--- config.mk ---
export PLATFORM = sky130hd
export DESIGN_NAME = ssr_status
export DESIGN_NICKNAME = d
export VERILOG_FILES = /design/src/rtl/ssr_pkg.sv /design/src/rtl/ssr_edge_flag.sv /design/src/rtl/ssr_status.sv
export VERILOG_INCLUDE_DIRS = /design/src /design/src/rtl
export SDC_FILE = /design/constraint.sdc
export NUM_CORES = 1
export LEC_CHECK = 0
export ABC_CLOCK_PERIOD_IN_PS = 2650
export BUFFER_PORTS_ARGS = -buffer_cell sky130_fd_sc_hd__buf_2
export CAP_MARGIN = 20
export CORE_MARGIN = 8
export CORE_UTILIZATION = 51
export DETAILED_ROUTE_END_ITERATION = 16
export HOLD_SLACK_MARGIN = 0.08
export PLACE_DENSITY = 0.84
export SETUP_SLACK_MARGIN = 0.02
export SLEW_MARGIN = 10
export SYNTH_ARGS = -nofsm -noshare
export SYNTH_HDL_FRONTEND = slang
export SYNTH_HIERARCHICAL = 1
export SYNTH_SLANG_ARGS = --single-unit
--- constraint.sdc ---
create_clock -name CLK_IN -period 2.65 [get_ports CLK_IN]
set_input_delay 0.53 -clock CLK_IN [delete_from_list [all_inputs] [get_ports CLK_IN]]
set_output_delay 0.53 -clock CLK_IN [all_outputs]
set_load 0.01 [all_outputs]
--- src/rtl/ssr_cfg.svh ---
/*
 Constants for the status byte / service request block: bit positions,
 reset values, mode encodings and command codes.
 Assumes inclusion by bare name from the rtl folder.
*/
`ifndef SSR_CFG_SVH
`define SSR_CFG_SVH

`define SSR_BIT_TIMEOUT 3'h0
`define SSR_BIT_BUS_ERROR 3'h1
`define SSR_BIT_MAV 3'h4
`define SSR_BIT_ESB 3'h5
`define SSR_BIT_MSS 3'h6
`define SSR_UNUSED_MASK 8'h8C
`define SSR_MASK_RESET 8'h00
`define SSR_ADDR_RESET 5'h01
`define SSR_ADDR_MIN 5'h01
`define SSR_ADDR_MAX 5'h1E
`define SSR_MODE_LOCAL 2'h0
`define SSR_MODE_REMOTE 2'h1
`define SSR_MODE_LLO 2'h2
`define SSR_CMD_NONE 3'h0
`define SSR_CMD_SET_MASK 3'h1
`define SSR_CMD_GET_MASK 3'h2
`define SSR_CMD_GET_STATUS 3'h3
`define SSR_CMD_SET_ADDR 3'h4
`define SSR_CMD_SET_MODE 3'h5
`define SSR_CMD_GET_MODE 3'h6

`endif

--- src/rtl/ssr_pkg.sv ---
/*
 Types for the status byte / service request block.
 Assumes ssr_cfg.svh supplies the numeric constants.
*/
package ssr_pkg;
	typedef enum logic [1:0] {
		SSR_ST_IDLE = 2'h0,
		SSR_ST_EXEC = 2'h1,
		SSR_ST_ANSWER = 2'h3
	} ssr_state_type;

	typedef struct packed {
		logic [2:0] code;
		logic [7:0] value;
	} ssr_cmd_type;

	typedef struct packed {
		logic valid;
		logic [7:0] value;
	} ssr_resp_type;
endpackage

--- src/rtl/ssr_edge_flag.sv ---
/*
 Sticky flag set on a rising edge of a level and cleared by either the
 level falling or an external clear. Assumes one clock, sync reset.
*/
`timescale 1ns/100ps
module ssr_edge_flag (
	input wire logic clk_in,
	input wire logic rst_b_in,
	input wire logic level_in,
	input wire logic clear_in,
	output logic flag_out
);
	logic level_reg;
	logic flag_reg;

	always_ff @(posedge clk_in) begin
		if (!rst_b_in)
			level_reg <= 1'b0;
		else
			level_reg <= level_in;
	end

	// Set wins over clear so a fresh edge during a poll is not lost
	always_ff @(posedge clk_in) begin
		if (!rst_b_in)
			flag_reg <= 1'b0;
		else if (level_in && !level_reg)
			flag_reg <= 1'b1;
		else if (!level_in || clear_in)
			flag_reg <= 1'b0;
	end

	assign flag_out = flag_reg;
endmodule // ssr_edge_flag

--- src/rtl/ssr_status.sv ---
/*
 Status byte, service request enable mask, remote/local state and local
 bus slave select of a remote-controlled instrument. Commands arrive as
 decoded single-cycle strobes from the command parser; answers leave as a
 registered value with a one-cycle valid.
 Assumes the parser keeps values in range and zeroes unused mask bits.
*/
`timescale 1ns/100ps
`include "ssr_cfg.svh"
module ssr_status (
	input wire logic CLK_IN,
	input wire logic RST_B_IN,
	input wire logic CMD_VALID_IN,
	input wire logic [2:0] CMD_CODE_IN,
	input wire logic [7:0] CMD_VALUE_IN,
	input wire logic [7:0] EVENT_STATUS_IN,
	input wire logic [7:0] EVENT_ENABLE_IN,
	input wire logic OUTQ_NONEMPTY_IN,
	input wire logic LOCAL_BUS_ERROR_FLAG_IN,
	input wire logic LOCAL_BUS_TIMEOUT_FLAG_IN,
	input wire logic SERIAL_POLL_DONE_IN,
	input wire logic PARALLEL_BUS_IN,
	input wire logic LOCAL_KEY_IN,
	output logic CMD_READY_OUT,
	output logic RESP_VALID_OUT,
	output logic [7:0] RESP_VALUE_OUT,
	output logic [7:0] STATUS_BYTE_OUT,
	output logic [7:0] SERIAL_POLL_BYTE_OUT,
	output logic SERVICE_REQUEST_OUT,
	output logic [1:0] REMOTE_MODE_OUT,
	output logic [4:0] SLAVE_SELECT_OUT
);
	ssr_pkg::ssr_state_type state_reg;
	ssr_pkg::ssr_state_type state_next;
	ssr_pkg::ssr_cmd_type cmd_reg;
	ssr_pkg::ssr_resp_type resp_reg;
	ssr_pkg::ssr_resp_type resp_next;
	logic [7:0] mask_reg;
	logic [1:0] mode_reg;
	logic [4:0] addr_reg;
	logic [7:0] source_bits;
	logic [7:0] status_byte;
	logic mss;
	logic rqs;
	logic esb;
	logic mode_set;
	logic mode_query_local;

	////////////////////////////////////////////////////////////////////
	// Status byte assembly

	assign esb = |(EVENT_STATUS_IN & EVENT_ENABLE_IN);

	always_comb begin
		source_bits = 8'h00;
		source_bits[`SSR_BIT_MAV] = OUTQ_NONEMPTY_IN;
		source_bits[`SSR_BIT_ESB] = esb;
		source_bits[`SSR_BIT_BUS_ERROR] = LOCAL_BUS_ERROR_FLAG_IN;
		source_bits[`SSR_BIT_TIMEOUT] = LOCAL_BUS_TIMEOUT_FLAG_IN;
	end

	// Mask zero blocks, one passes; bit 6 excluded by construction
	assign mss = |(source_bits & mask_reg);

	always_comb begin
		status_byte = source_bits;
		status_byte[`SSR_BIT_MSS] = mss;
	end

	ssr_edge_flag u_rqs (
		.clk_in(CLK_IN),
		.rst_b_in(RST_B_IN),
		.level_in(mss),
		.clear_in(SERIAL_POLL_DONE_IN),
		.flag_out(rqs)
	);

	////////////////////////////////////////////////////////////////////
	// Command sequencer

	assign CMD_READY_OUT = (state_reg == ssr_pkg::SSR_ST_IDLE);

	always_comb begin
		state_next = state_reg;
		case (state_reg)
			ssr_pkg::SSR_ST_IDLE: begin
				if (CMD_VALID_IN)
					state_next = ssr_pkg::SSR_ST_EXEC;
			end
			ssr_pkg::SSR_ST_EXEC: begin
				state_next = ssr_pkg::SSR_ST_ANSWER;
			end
			ssr_pkg::SSR_ST_ANSWER: begin
				state_next = ssr_pkg::SSR_ST_IDLE;
			end
			default: begin
				state_next = ssr_pkg::SSR_ST_IDLE;
			end
		endcase
	end

	always_ff @(posedge CLK_IN) begin
		if (!RST_B_IN)
			state_reg <= ssr_pkg::SSR_ST_IDLE;
		else
			state_reg <= state_next;
	end

	always_ff @(posedge CLK_IN) begin
		if (!RST_B_IN) begin
			cmd_reg <= '0;
		end else if (CMD_VALID_IN && CMD_READY_OUT) begin
			cmd_reg.code <= CMD_CODE_IN;
			cmd_reg.value <= CMD_VALUE_IN;
		end
	end

	////////////////////////////////////////////////////////////////////
	// Enable mask

	// Whole byte stored as given; unused bits cleared by the controller
	always_ff @(posedge CLK_IN) begin
		if (!RST_B_IN)
			mask_reg <= `SSR_MASK_RESET;
		else if (state_reg == ssr_pkg::SSR_ST_EXEC &&
			cmd_reg.code == `SSR_CMD_SET_MASK)
			mask_reg <= cmd_reg.value;
	end

	////////////////////////////////////////////////////////////////////
	// Slave select

	// Out-of-range values are dropped silently; no slave check is made
	always_ff @(posedge CLK_IN) begin
		if (!RST_B_IN)
			addr_reg <= `SSR_ADDR_RESET;
		else if (state_reg == ssr_pkg::SSR_ST_EXEC &&
			cmd_reg.code == `SSR_CMD_SET_ADDR &&
			cmd_reg.value[7:5] == 3'h0 &&
			cmd_reg.value[4:0] >= `SSR_ADDR_MIN &&
			cmd_reg.value[4:0] <= `SSR_ADDR_MAX)
			addr_reg <= cmd_reg.value[4:0];
	end

	////////////////////////////////////////////////////////////////////
	// Remote/local state

	// Key press is a one-cycle pulse, so it is honoured while any command
	// executes; only a mode set with a legal mode in the same cycle overrides it
	assign mode_set = state_reg == ssr_pkg::SSR_ST_EXEC &&
		cmd_reg.code == `SSR_CMD_SET_MODE &&
		cmd_reg.value <= {6'h00, `SSR_MODE_LLO};
	assign mode_query_local = state_reg == ssr_pkg::SSR_ST_EXEC &&
		cmd_reg.code == `SSR_CMD_GET_MODE &&
		mode_reg == `SSR_MODE_LOCAL;

	always_ff @(posedge CLK_IN) begin
		if (!RST_B_IN) begin
			mode_reg <= `SSR_MODE_LOCAL;
		end else if (mode_set) begin
			mode_reg <= cmd_reg.value[1:0];
		end else if (mode_query_local) begin
			mode_reg <= `SSR_MODE_REMOTE;
		end else if (LOCAL_KEY_IN && mode_reg == `SSR_MODE_REMOTE) begin
			// Lockout state is not matched, so the key is ignored there
			mode_reg <= `SSR_MODE_LOCAL;
		end
	end

	////////////////////////////////////////////////////////////////////
	// Answers

	always_comb begin
		resp_next.valid = 1'b0;
		resp_next.value = 8'h00;
		if (state_reg == ssr_pkg::SSR_ST_EXEC) begin
			case (cmd_reg.code)
				`SSR_CMD_GET_MASK: begin
					resp_next.valid = 1'b1;
					resp_next.value = mask_reg;
				end
				`SSR_CMD_GET_STATUS: begin
					resp_next.valid = 1'b1;
					// Only enabled sources plus summary; nothing cleared
					resp_next.value = (status_byte & mask_reg) |
						{1'b0, mss, 6'h00};
				end
				`SSR_CMD_GET_MODE: begin
					resp_next.valid = 1'b1;
					if (mode_reg == `SSR_MODE_LOCAL)
						resp_next.value = {6'h00, `SSR_MODE_REMOTE};
					else
						resp_next.value = {6'h00, mode_reg};
				end
				default: begin
					resp_next.valid = 1'b0;
				end
			endcase
		end
	end

	always_ff @(posedge CLK_IN) begin
		if (!RST_B_IN)
			resp_reg <= '0;
		else
			resp_reg <= resp_next;
	end

	////////////////////////////////////////////////////////////////////
	// Outputs

	assign RESP_VALID_OUT = resp_reg.valid;
	assign RESP_VALUE_OUT = resp_reg.value;
	assign STATUS_BYTE_OUT = status_byte;
	assign SERIAL_POLL_BYTE_OUT = {1'b0, rqs, source_bits[5:0]};
	// Other remote interfaces have no request line to drive
	assign SERVICE_REQUEST_OUT = rqs & PARALLEL_BUS_IN;
	assign REMOTE_MODE_OUT = mode_reg;
	assign SLAVE_SELECT_OUT = addr_reg;

	////////////////////////////////////////////////////////////////////
	// Assertions

	a_mask_reset_zero: assert property (@(posedge CLK_IN)
		!RST_B_IN |=> mask_reg == 8'h00)
		else $error("mask not zero after reset");
	a_addr_in_range: assert property (@(posedge CLK_IN)
		disable iff (!RST_B_IN)
		addr_reg >= 5'h01 && addr_reg <= 5'h1E)
		else $error("slave select out of range");
	a_mss_summary: assert property (@(posedge CLK_IN)
		disable iff (!RST_B_IN)
		STATUS_BYTE_OUT[6] == |(STATUS_BYTE_OUT[5:0] & mask_reg[5:0]))
		else $error("summary bit wrong");
	a_rqs_on_rise: assert property (@(posedge CLK_IN)
		disable iff (!RST_B_IN)
		$rose(mss) |=> rqs || !mss)
		else $error("request not set on summary rise");
	a_rqs_clears: assert property (@(posedge CLK_IN)
		disable iff (!RST_B_IN)
		(!mss || (SERIAL_POLL_DONE_IN && $past(mss))) && !$rose(mss)
		|=> !rqs || $rose(mss))
		else $error("request flag not cleared");
	a_unused_zero: assert property (@(posedge CLK_IN)
		disable iff (!RST_B_IN)
		(STATUS_BYTE_OUT & 8'h8C) == 8'h00)
		else $error("unused status bits set");
	a_lockout_holds: assert property (@(posedge CLK_IN)
		disable iff (!RST_B_IN)
		mode_reg == 2'h2 && state_reg != ssr_pkg::SSR_ST_EXEC
		|=> mode_reg == 2'h2)
		else $error("lockout left without command");
	a_mode_query: assert property (@(posedge CLK_IN)
		disable iff (!RST_B_IN)
		state_reg == ssr_pkg::SSR_ST_EXEC &&
		cmd_reg.code == 3'h6 && mode_reg == 2'h0
		|=> RESP_VALID_OUT && RESP_VALUE_OUT == 8'h01 && mode_reg == 2'h1)
		else $error("mode query did not enter remote");
	a_mask_write: assert property (@(posedge CLK_IN)
		disable iff (!RST_B_IN)
		CMD_VALID_IN && CMD_READY_OUT && CMD_CODE_IN == 3'h1
		##2 1 |-> mask_reg == $past(CMD_VALUE_IN, 2))
		else $error("mask write lost");
	a_srq_parallel: assert property (@(posedge CLK_IN)
		disable iff (!RST_B_IN)
		!PARALLEL_BUS_IN |-> !SERVICE_REQUEST_OUT)
		else $error("request off parallel bus");
	a_status_masked: assert property (@(posedge CLK_IN)
		disable iff (!RST_B_IN)
		state_reg == ssr_pkg::SSR_ST_EXEC && cmd_reg.code == 3'h3
		|=> (RESP_VALUE_OUT & ~(mask_reg | 8'h40)) == 8'h00)
		else $error("status answer shows disabled bits");
	a_avail_bit: assert property (@(posedge CLK_IN)
		disable iff (!RST_B_IN)
		STATUS_BYTE_OUT[4] == OUTQ_NONEMPTY_IN)
		else $error("message available bit wrong");
	a_event_bit: assert property (@(posedge CLK_IN)
		disable iff (!RST_B_IN)
		STATUS_BYTE_OUT[5] == |(EVENT_STATUS_IN & EVENT_ENABLE_IN))
		else $error("event summary bit wrong");
	a_bus_flags: assert property (@(posedge CLK_IN)
		disable iff (!RST_B_IN)
		STATUS_BYTE_OUT[1:0] ==
		{LOCAL_BUS_ERROR_FLAG_IN, LOCAL_BUS_TIMEOUT_FLAG_IN})
		else $error("local bus status bits wrong");
	a_mode_legal: assert property (@(posedge CLK_IN)
		disable iff (!RST_B_IN)
		REMOTE_MODE_OUT != 2'h3)
		else $error("mode code out of range");
	a_addr_reset: assert property (@(posedge CLK_IN)
		!RST_B_IN |=> SLAVE_SELECT_OUT == 5'h01)
		else $error("slave select not one after reset");
	a_key_to_local: assert property (@(posedge CLK_IN)
		disable iff (!RST_B_IN)
		LOCAL_KEY_IN && mode_reg == 2'h1 && !mode_set && !mode_query_local
		|=> mode_reg == 2'h0)
		else $error("local key did not leave remote");
	a_resp_single: assert property (@(posedge CLK_IN)
		disable iff (!RST_B_IN)
		RESP_VALID_OUT |=> !RESP_VALID_OUT)
		else $error("answer valid longer than one cycle");
	a_resp_quiet: assert property (@(posedge CLK_IN)
		disable iff (!RST_B_IN)
		!RESP_VALID_OUT |-> RESP_VALUE_OUT == 8'h00)
		else $error("answer value without valid");
	a_query_keeps: assert property (@(posedge CLK_IN)
		disable iff (!RST_B_IN)
		state_reg == ssr_pkg::SSR_ST_EXEC && cmd_reg.code == 3'h3
		|=> $stable(mask_reg) && $stable(addr_reg))
		else $error("status query changed state");
	a_srq_follows: assert property (@(posedge CLK_IN)
		disable iff (!RST_B_IN)
		PARALLEL_BUS_IN |-> SERVICE_REQUEST_OUT == SERIAL_POLL_BYTE_OUT[6])
		else $error("request line differs from flag");

	c_srq_raised: cover property (@(posedge CLK_IN) $rose(SERVICE_REQUEST_OUT));
	c_poll_clear: cover property (@(posedge CLK_IN)
		rqs && SERIAL_POLL_DONE_IN ##1 !rqs);
	c_lockout: cover property (@(posedge CLK_IN) mode_reg == 2'h2);
	c_addr_set: cover property (@(posedge CLK_IN) addr_reg == 5'h1E);
	c_mode_query: cover property (@(posedge CLK_IN) mode_query_local);
endmodule // ssr_status

==> out/qor.csv <==
stage,metric,value,unit
logic_synthesis,yosysTopAreaCell,dfxtp_1,
timing,finalSetupTns,0,ns
status,status,completed,
placement,place_worst_setup_slack,0.768,ns
clock_tree,post_cts_buffers,0,
global_routing,grt_pass1_vias,1395,
cells_and_area,n_antenna_cell,0,
logic_synthesis,syn_area,1740,sq um
critical_path,worstPathRequired,2.12,ns
power_and_ir_drop,p_sw_frac,0.249,
cells_and_area,syn2layout_area_growth,15.4,%
route,wirelength,3720,microns
critical_path,reg2reg_from,cmd_reg[8],
logic_synthesis,ys_ff_latch,39,
clock_tree,cts_made_buffers,5,
clock_tree,h-tree-depth,2,
logic_synthesis,ys_warn_count,6,
route,dr.pass1.iters,4,
timing,maxSlewHeadroom,0.453,
critical_path,worstPathMaxFanout,4,
power_and_ir_drop,combPwrFrac,0.106,
clock_tree,postCtsHoldBufs,0,
clock_tree,cts-root-buf,clkbuf_4,
floorplan,die-width,74.4,microns
global_routing,antenna_found_initial,0,
critical_path,worstPathArrival,1.36,ns
floorplan,row_count,21,
critical_path,crit_end,STATUS_BYTE_OUT[6],
clock_tree,clk_latency,0.34,ns
cells_and_area,drive_gt1_frac,0.318,
route,drtAntennaViolNets,0,
timing,finalCritPeriodShare,0.714,
timing,worst_hold_slack,0.424,ns
placement,placed_area,1960,sq um
power_and_ir_drop,p_leak,0.870,nW
power_and_ir_drop,clkPwrFrac,0.269,
critical_path,r2r-end,mask_reg[4],
timing,finalSetupViolCount,0,
clock_tree,clkSinkCount,39,
power_and_ir_drop,p_int,745,uW
logic_synthesis,post-synth-top-count-cell,dfxtp_1,
timing,tightest_slew,0.817,ns
floorplan,pin_count,70,
timing,rsz0062_at_grt,no,
worst_hold_path,hold_class,in2reg,
route,vias_per_cell,4.96,
timing,fin_ws,0.759,ns
route,drt_iter0_markers,65,
logic_synthesis,synth_edf_count,0,
logic_synthesis,synthTopCellsByArea,"dfxtp_1 45%, mux2i_1 8.1%, nand2_1 7.8%",
floorplan,dieArea,5530,sq um
route,routedWlPerCell,13.2,microns
placement,globalplace.congestion,0.751,
global_routing,grt_max_degree,35,
cells_and_area,layout.nets,273,
floorplan,die_h,74.4,microns
placement,io_buffers,63,
critical_path,reg2reg_depth,4,
route,vias,1398,
global_routing,globalRoute.totalOverflow,0,
clock_tree,cts_tree,done,
placement,place.detailed.hpwl,2880,microns
route,drc,0,
logic_synthesis,yosysUniqueCellTypes,34,
logic_synthesis,syn_avg_cell_area,9.34,sq um
timing,hold_violations,0,
timing,maxSlewViolCount,0,
timing,skew,0.00205,ns
floorplan,coreArea,3310,sq um
critical_path,r2r_slack,0.80,ns
logic_synthesis,ys_seq_area_frac,0.449,
clock_tree,clkSlewWorstSetupHoldPaths,0.10,ns
power_and_ir_drop,power_density,495,nW/um^2
logic_synthesis,synth_top_area_share,0.449,
global_routing,grt_usage,0.141,
critical_path,criticalPathCategory,in2out,
cells_and_area,n_fill_cell,328,
power_and_ir_drop,pwr-share-seq,0.625,
timing,fmax,0.529,GHz
logic_synthesis,synth_common_cells,"39 x dfxtp_1, 36 x nand2_1, 16 x buf_4",
cells_and_area,final_area,2010,sq um
logic_synthesis,async_flop_share,0,
critical_path,cp-start-kind,primary input,
logic_synthesis,synth_top_flop_cell,dfxtp_1,
power_and_ir_drop,p_sw,248,uW
critical_path,cp-startpoint,EVENT_STATUS_IN[3],
cells_and_area,largest_reg_flops,11,
critical_path,critPathCaptureType,primary output,
global_routing,grt_pass1_wl,6020,microns
logic_synthesis,netlist_instances,186,
clock_tree,cts_buffer_depth,2,
timing,min_period,1.89,ns
flow_run,drv_cap,0,
floorplan,initial_utilization,0.525,
clock_tree,post_cts_resized,0,
power_and_ir_drop,ir_worst_vdd,321,uV
==> area by class of cell <==
cell class | instances | area, sq um | area share
inverters | 1 | 3.75 | 0.00187
well taps | 46 | 57.6 | 0.0287
flip-flops and latches | 39 | 781 | 0.389
repair buffers | 64 | 323 | 0.161
multi-input cells | 126 | 800 | 0.399
clock buffers | 6 | 41.3 | 0.0206
==> critical path, cell delays in order <==
cell and delay, ns:
buf_2 0.09, a22oi_1 0.18, nand4_1 0.18, nand2_1 0.12, nand2_1 0.09, buf_2 0.16
==> worst min-delay path by stage <==
| stage | startpoint | endpoint | slack (ns) | cells after the start |
|---|---|---|---|---|
| 2_1_floorplan | mask_reg[2] | RESP_VALUE_OUT[2] | 0.43 | 1 |
| 5_1_grt | CMD_VALUE_IN[1] | cmd_reg[1] | 0.41 | 3 |
| 6_report | CMD_VALUE_IN[1] | cmd_reg[1] | 0.42 | 3 |
| 3_5_place_dp | SLAVE_SELECT_OUT[3] | SLAVE_SELECT_OUT[3] | 0.45 | 2 |
| 4_1_cts | CMD_VALUE_IN[1] | cmd_reg[1] | 0.41 | 3 |
| 3_3_place_gp | u_rqs/level_reg | u_rqs/flag_out | 0.44 | 1 |
==> metal layers <==
layer	vias up	wire, microns	global-route usage
li1	715	-	-
met5	-	0	0
met4	0	52	0.0609
met1	625	1540	0.158
met3	6	423	0.0580
met2	52	1710	0.230
==> power by group through the flow <==
| stage | Sequential, mW | Combinational [mW] | Clock [mW] |
|---|---|---|---|
| after global routing | 0.624 | 0.119 | 0.302 |
| after floorplan | 0.625 | 0.0817 | 0 |
| final | 0.621 | 0.105 | 0.267 |
| after detailed placement | 0.635 | 0.105 | 0 |
| after global placement | 0.633 | 0.103 | 0 |
| after CTS | 0.621 | 0.105 | 0.277 |
==> metrics by stage <==
step / cells / power (mW) / utilization
after floorplan: 191 / 0.706 / -
after global placement: 276 / 0.737 / 0.593
after detailed placement: 276 / 0.740 / 0.593
after CTS: 282 / 1.00 / 0.606
after global routing: 282 / 1.04 / 0.606
final: 282 / 0.993 / 0.606
==> cells in the final DEF, fill, tap and decap left out, types with 5 or more instances in the layout <==
cell	netlist	layout
buf_2	3	63
dfxtp_1	39	39
nand2_1	36	36
mux2i_1	14	14
a21boi_0	11	11
nor2b_1	10	10
nor2_1	7	7
conb_1	1	6
a22oi_1	5	5
and2_1	5	5
clkbuf_4	0	5
==> cells by family (layout without fill, tap and decap cells) <==
kind of cell / Yosys count / after routing / synth area share
buffers and inverters: 26 / 71 / 0.102
AND/OR/NAND/NOR: 77 / 77 / 0.239
other: 1 / 6 / 0.00216
flip-flops: 39 / 39 / 0.449
AO/OA/AOI/OAI: 29 / 29 / 0.127
multiplexers: 14 / 14 / 0.0806
Note: power is estimated with default switching activity, not from simulation.
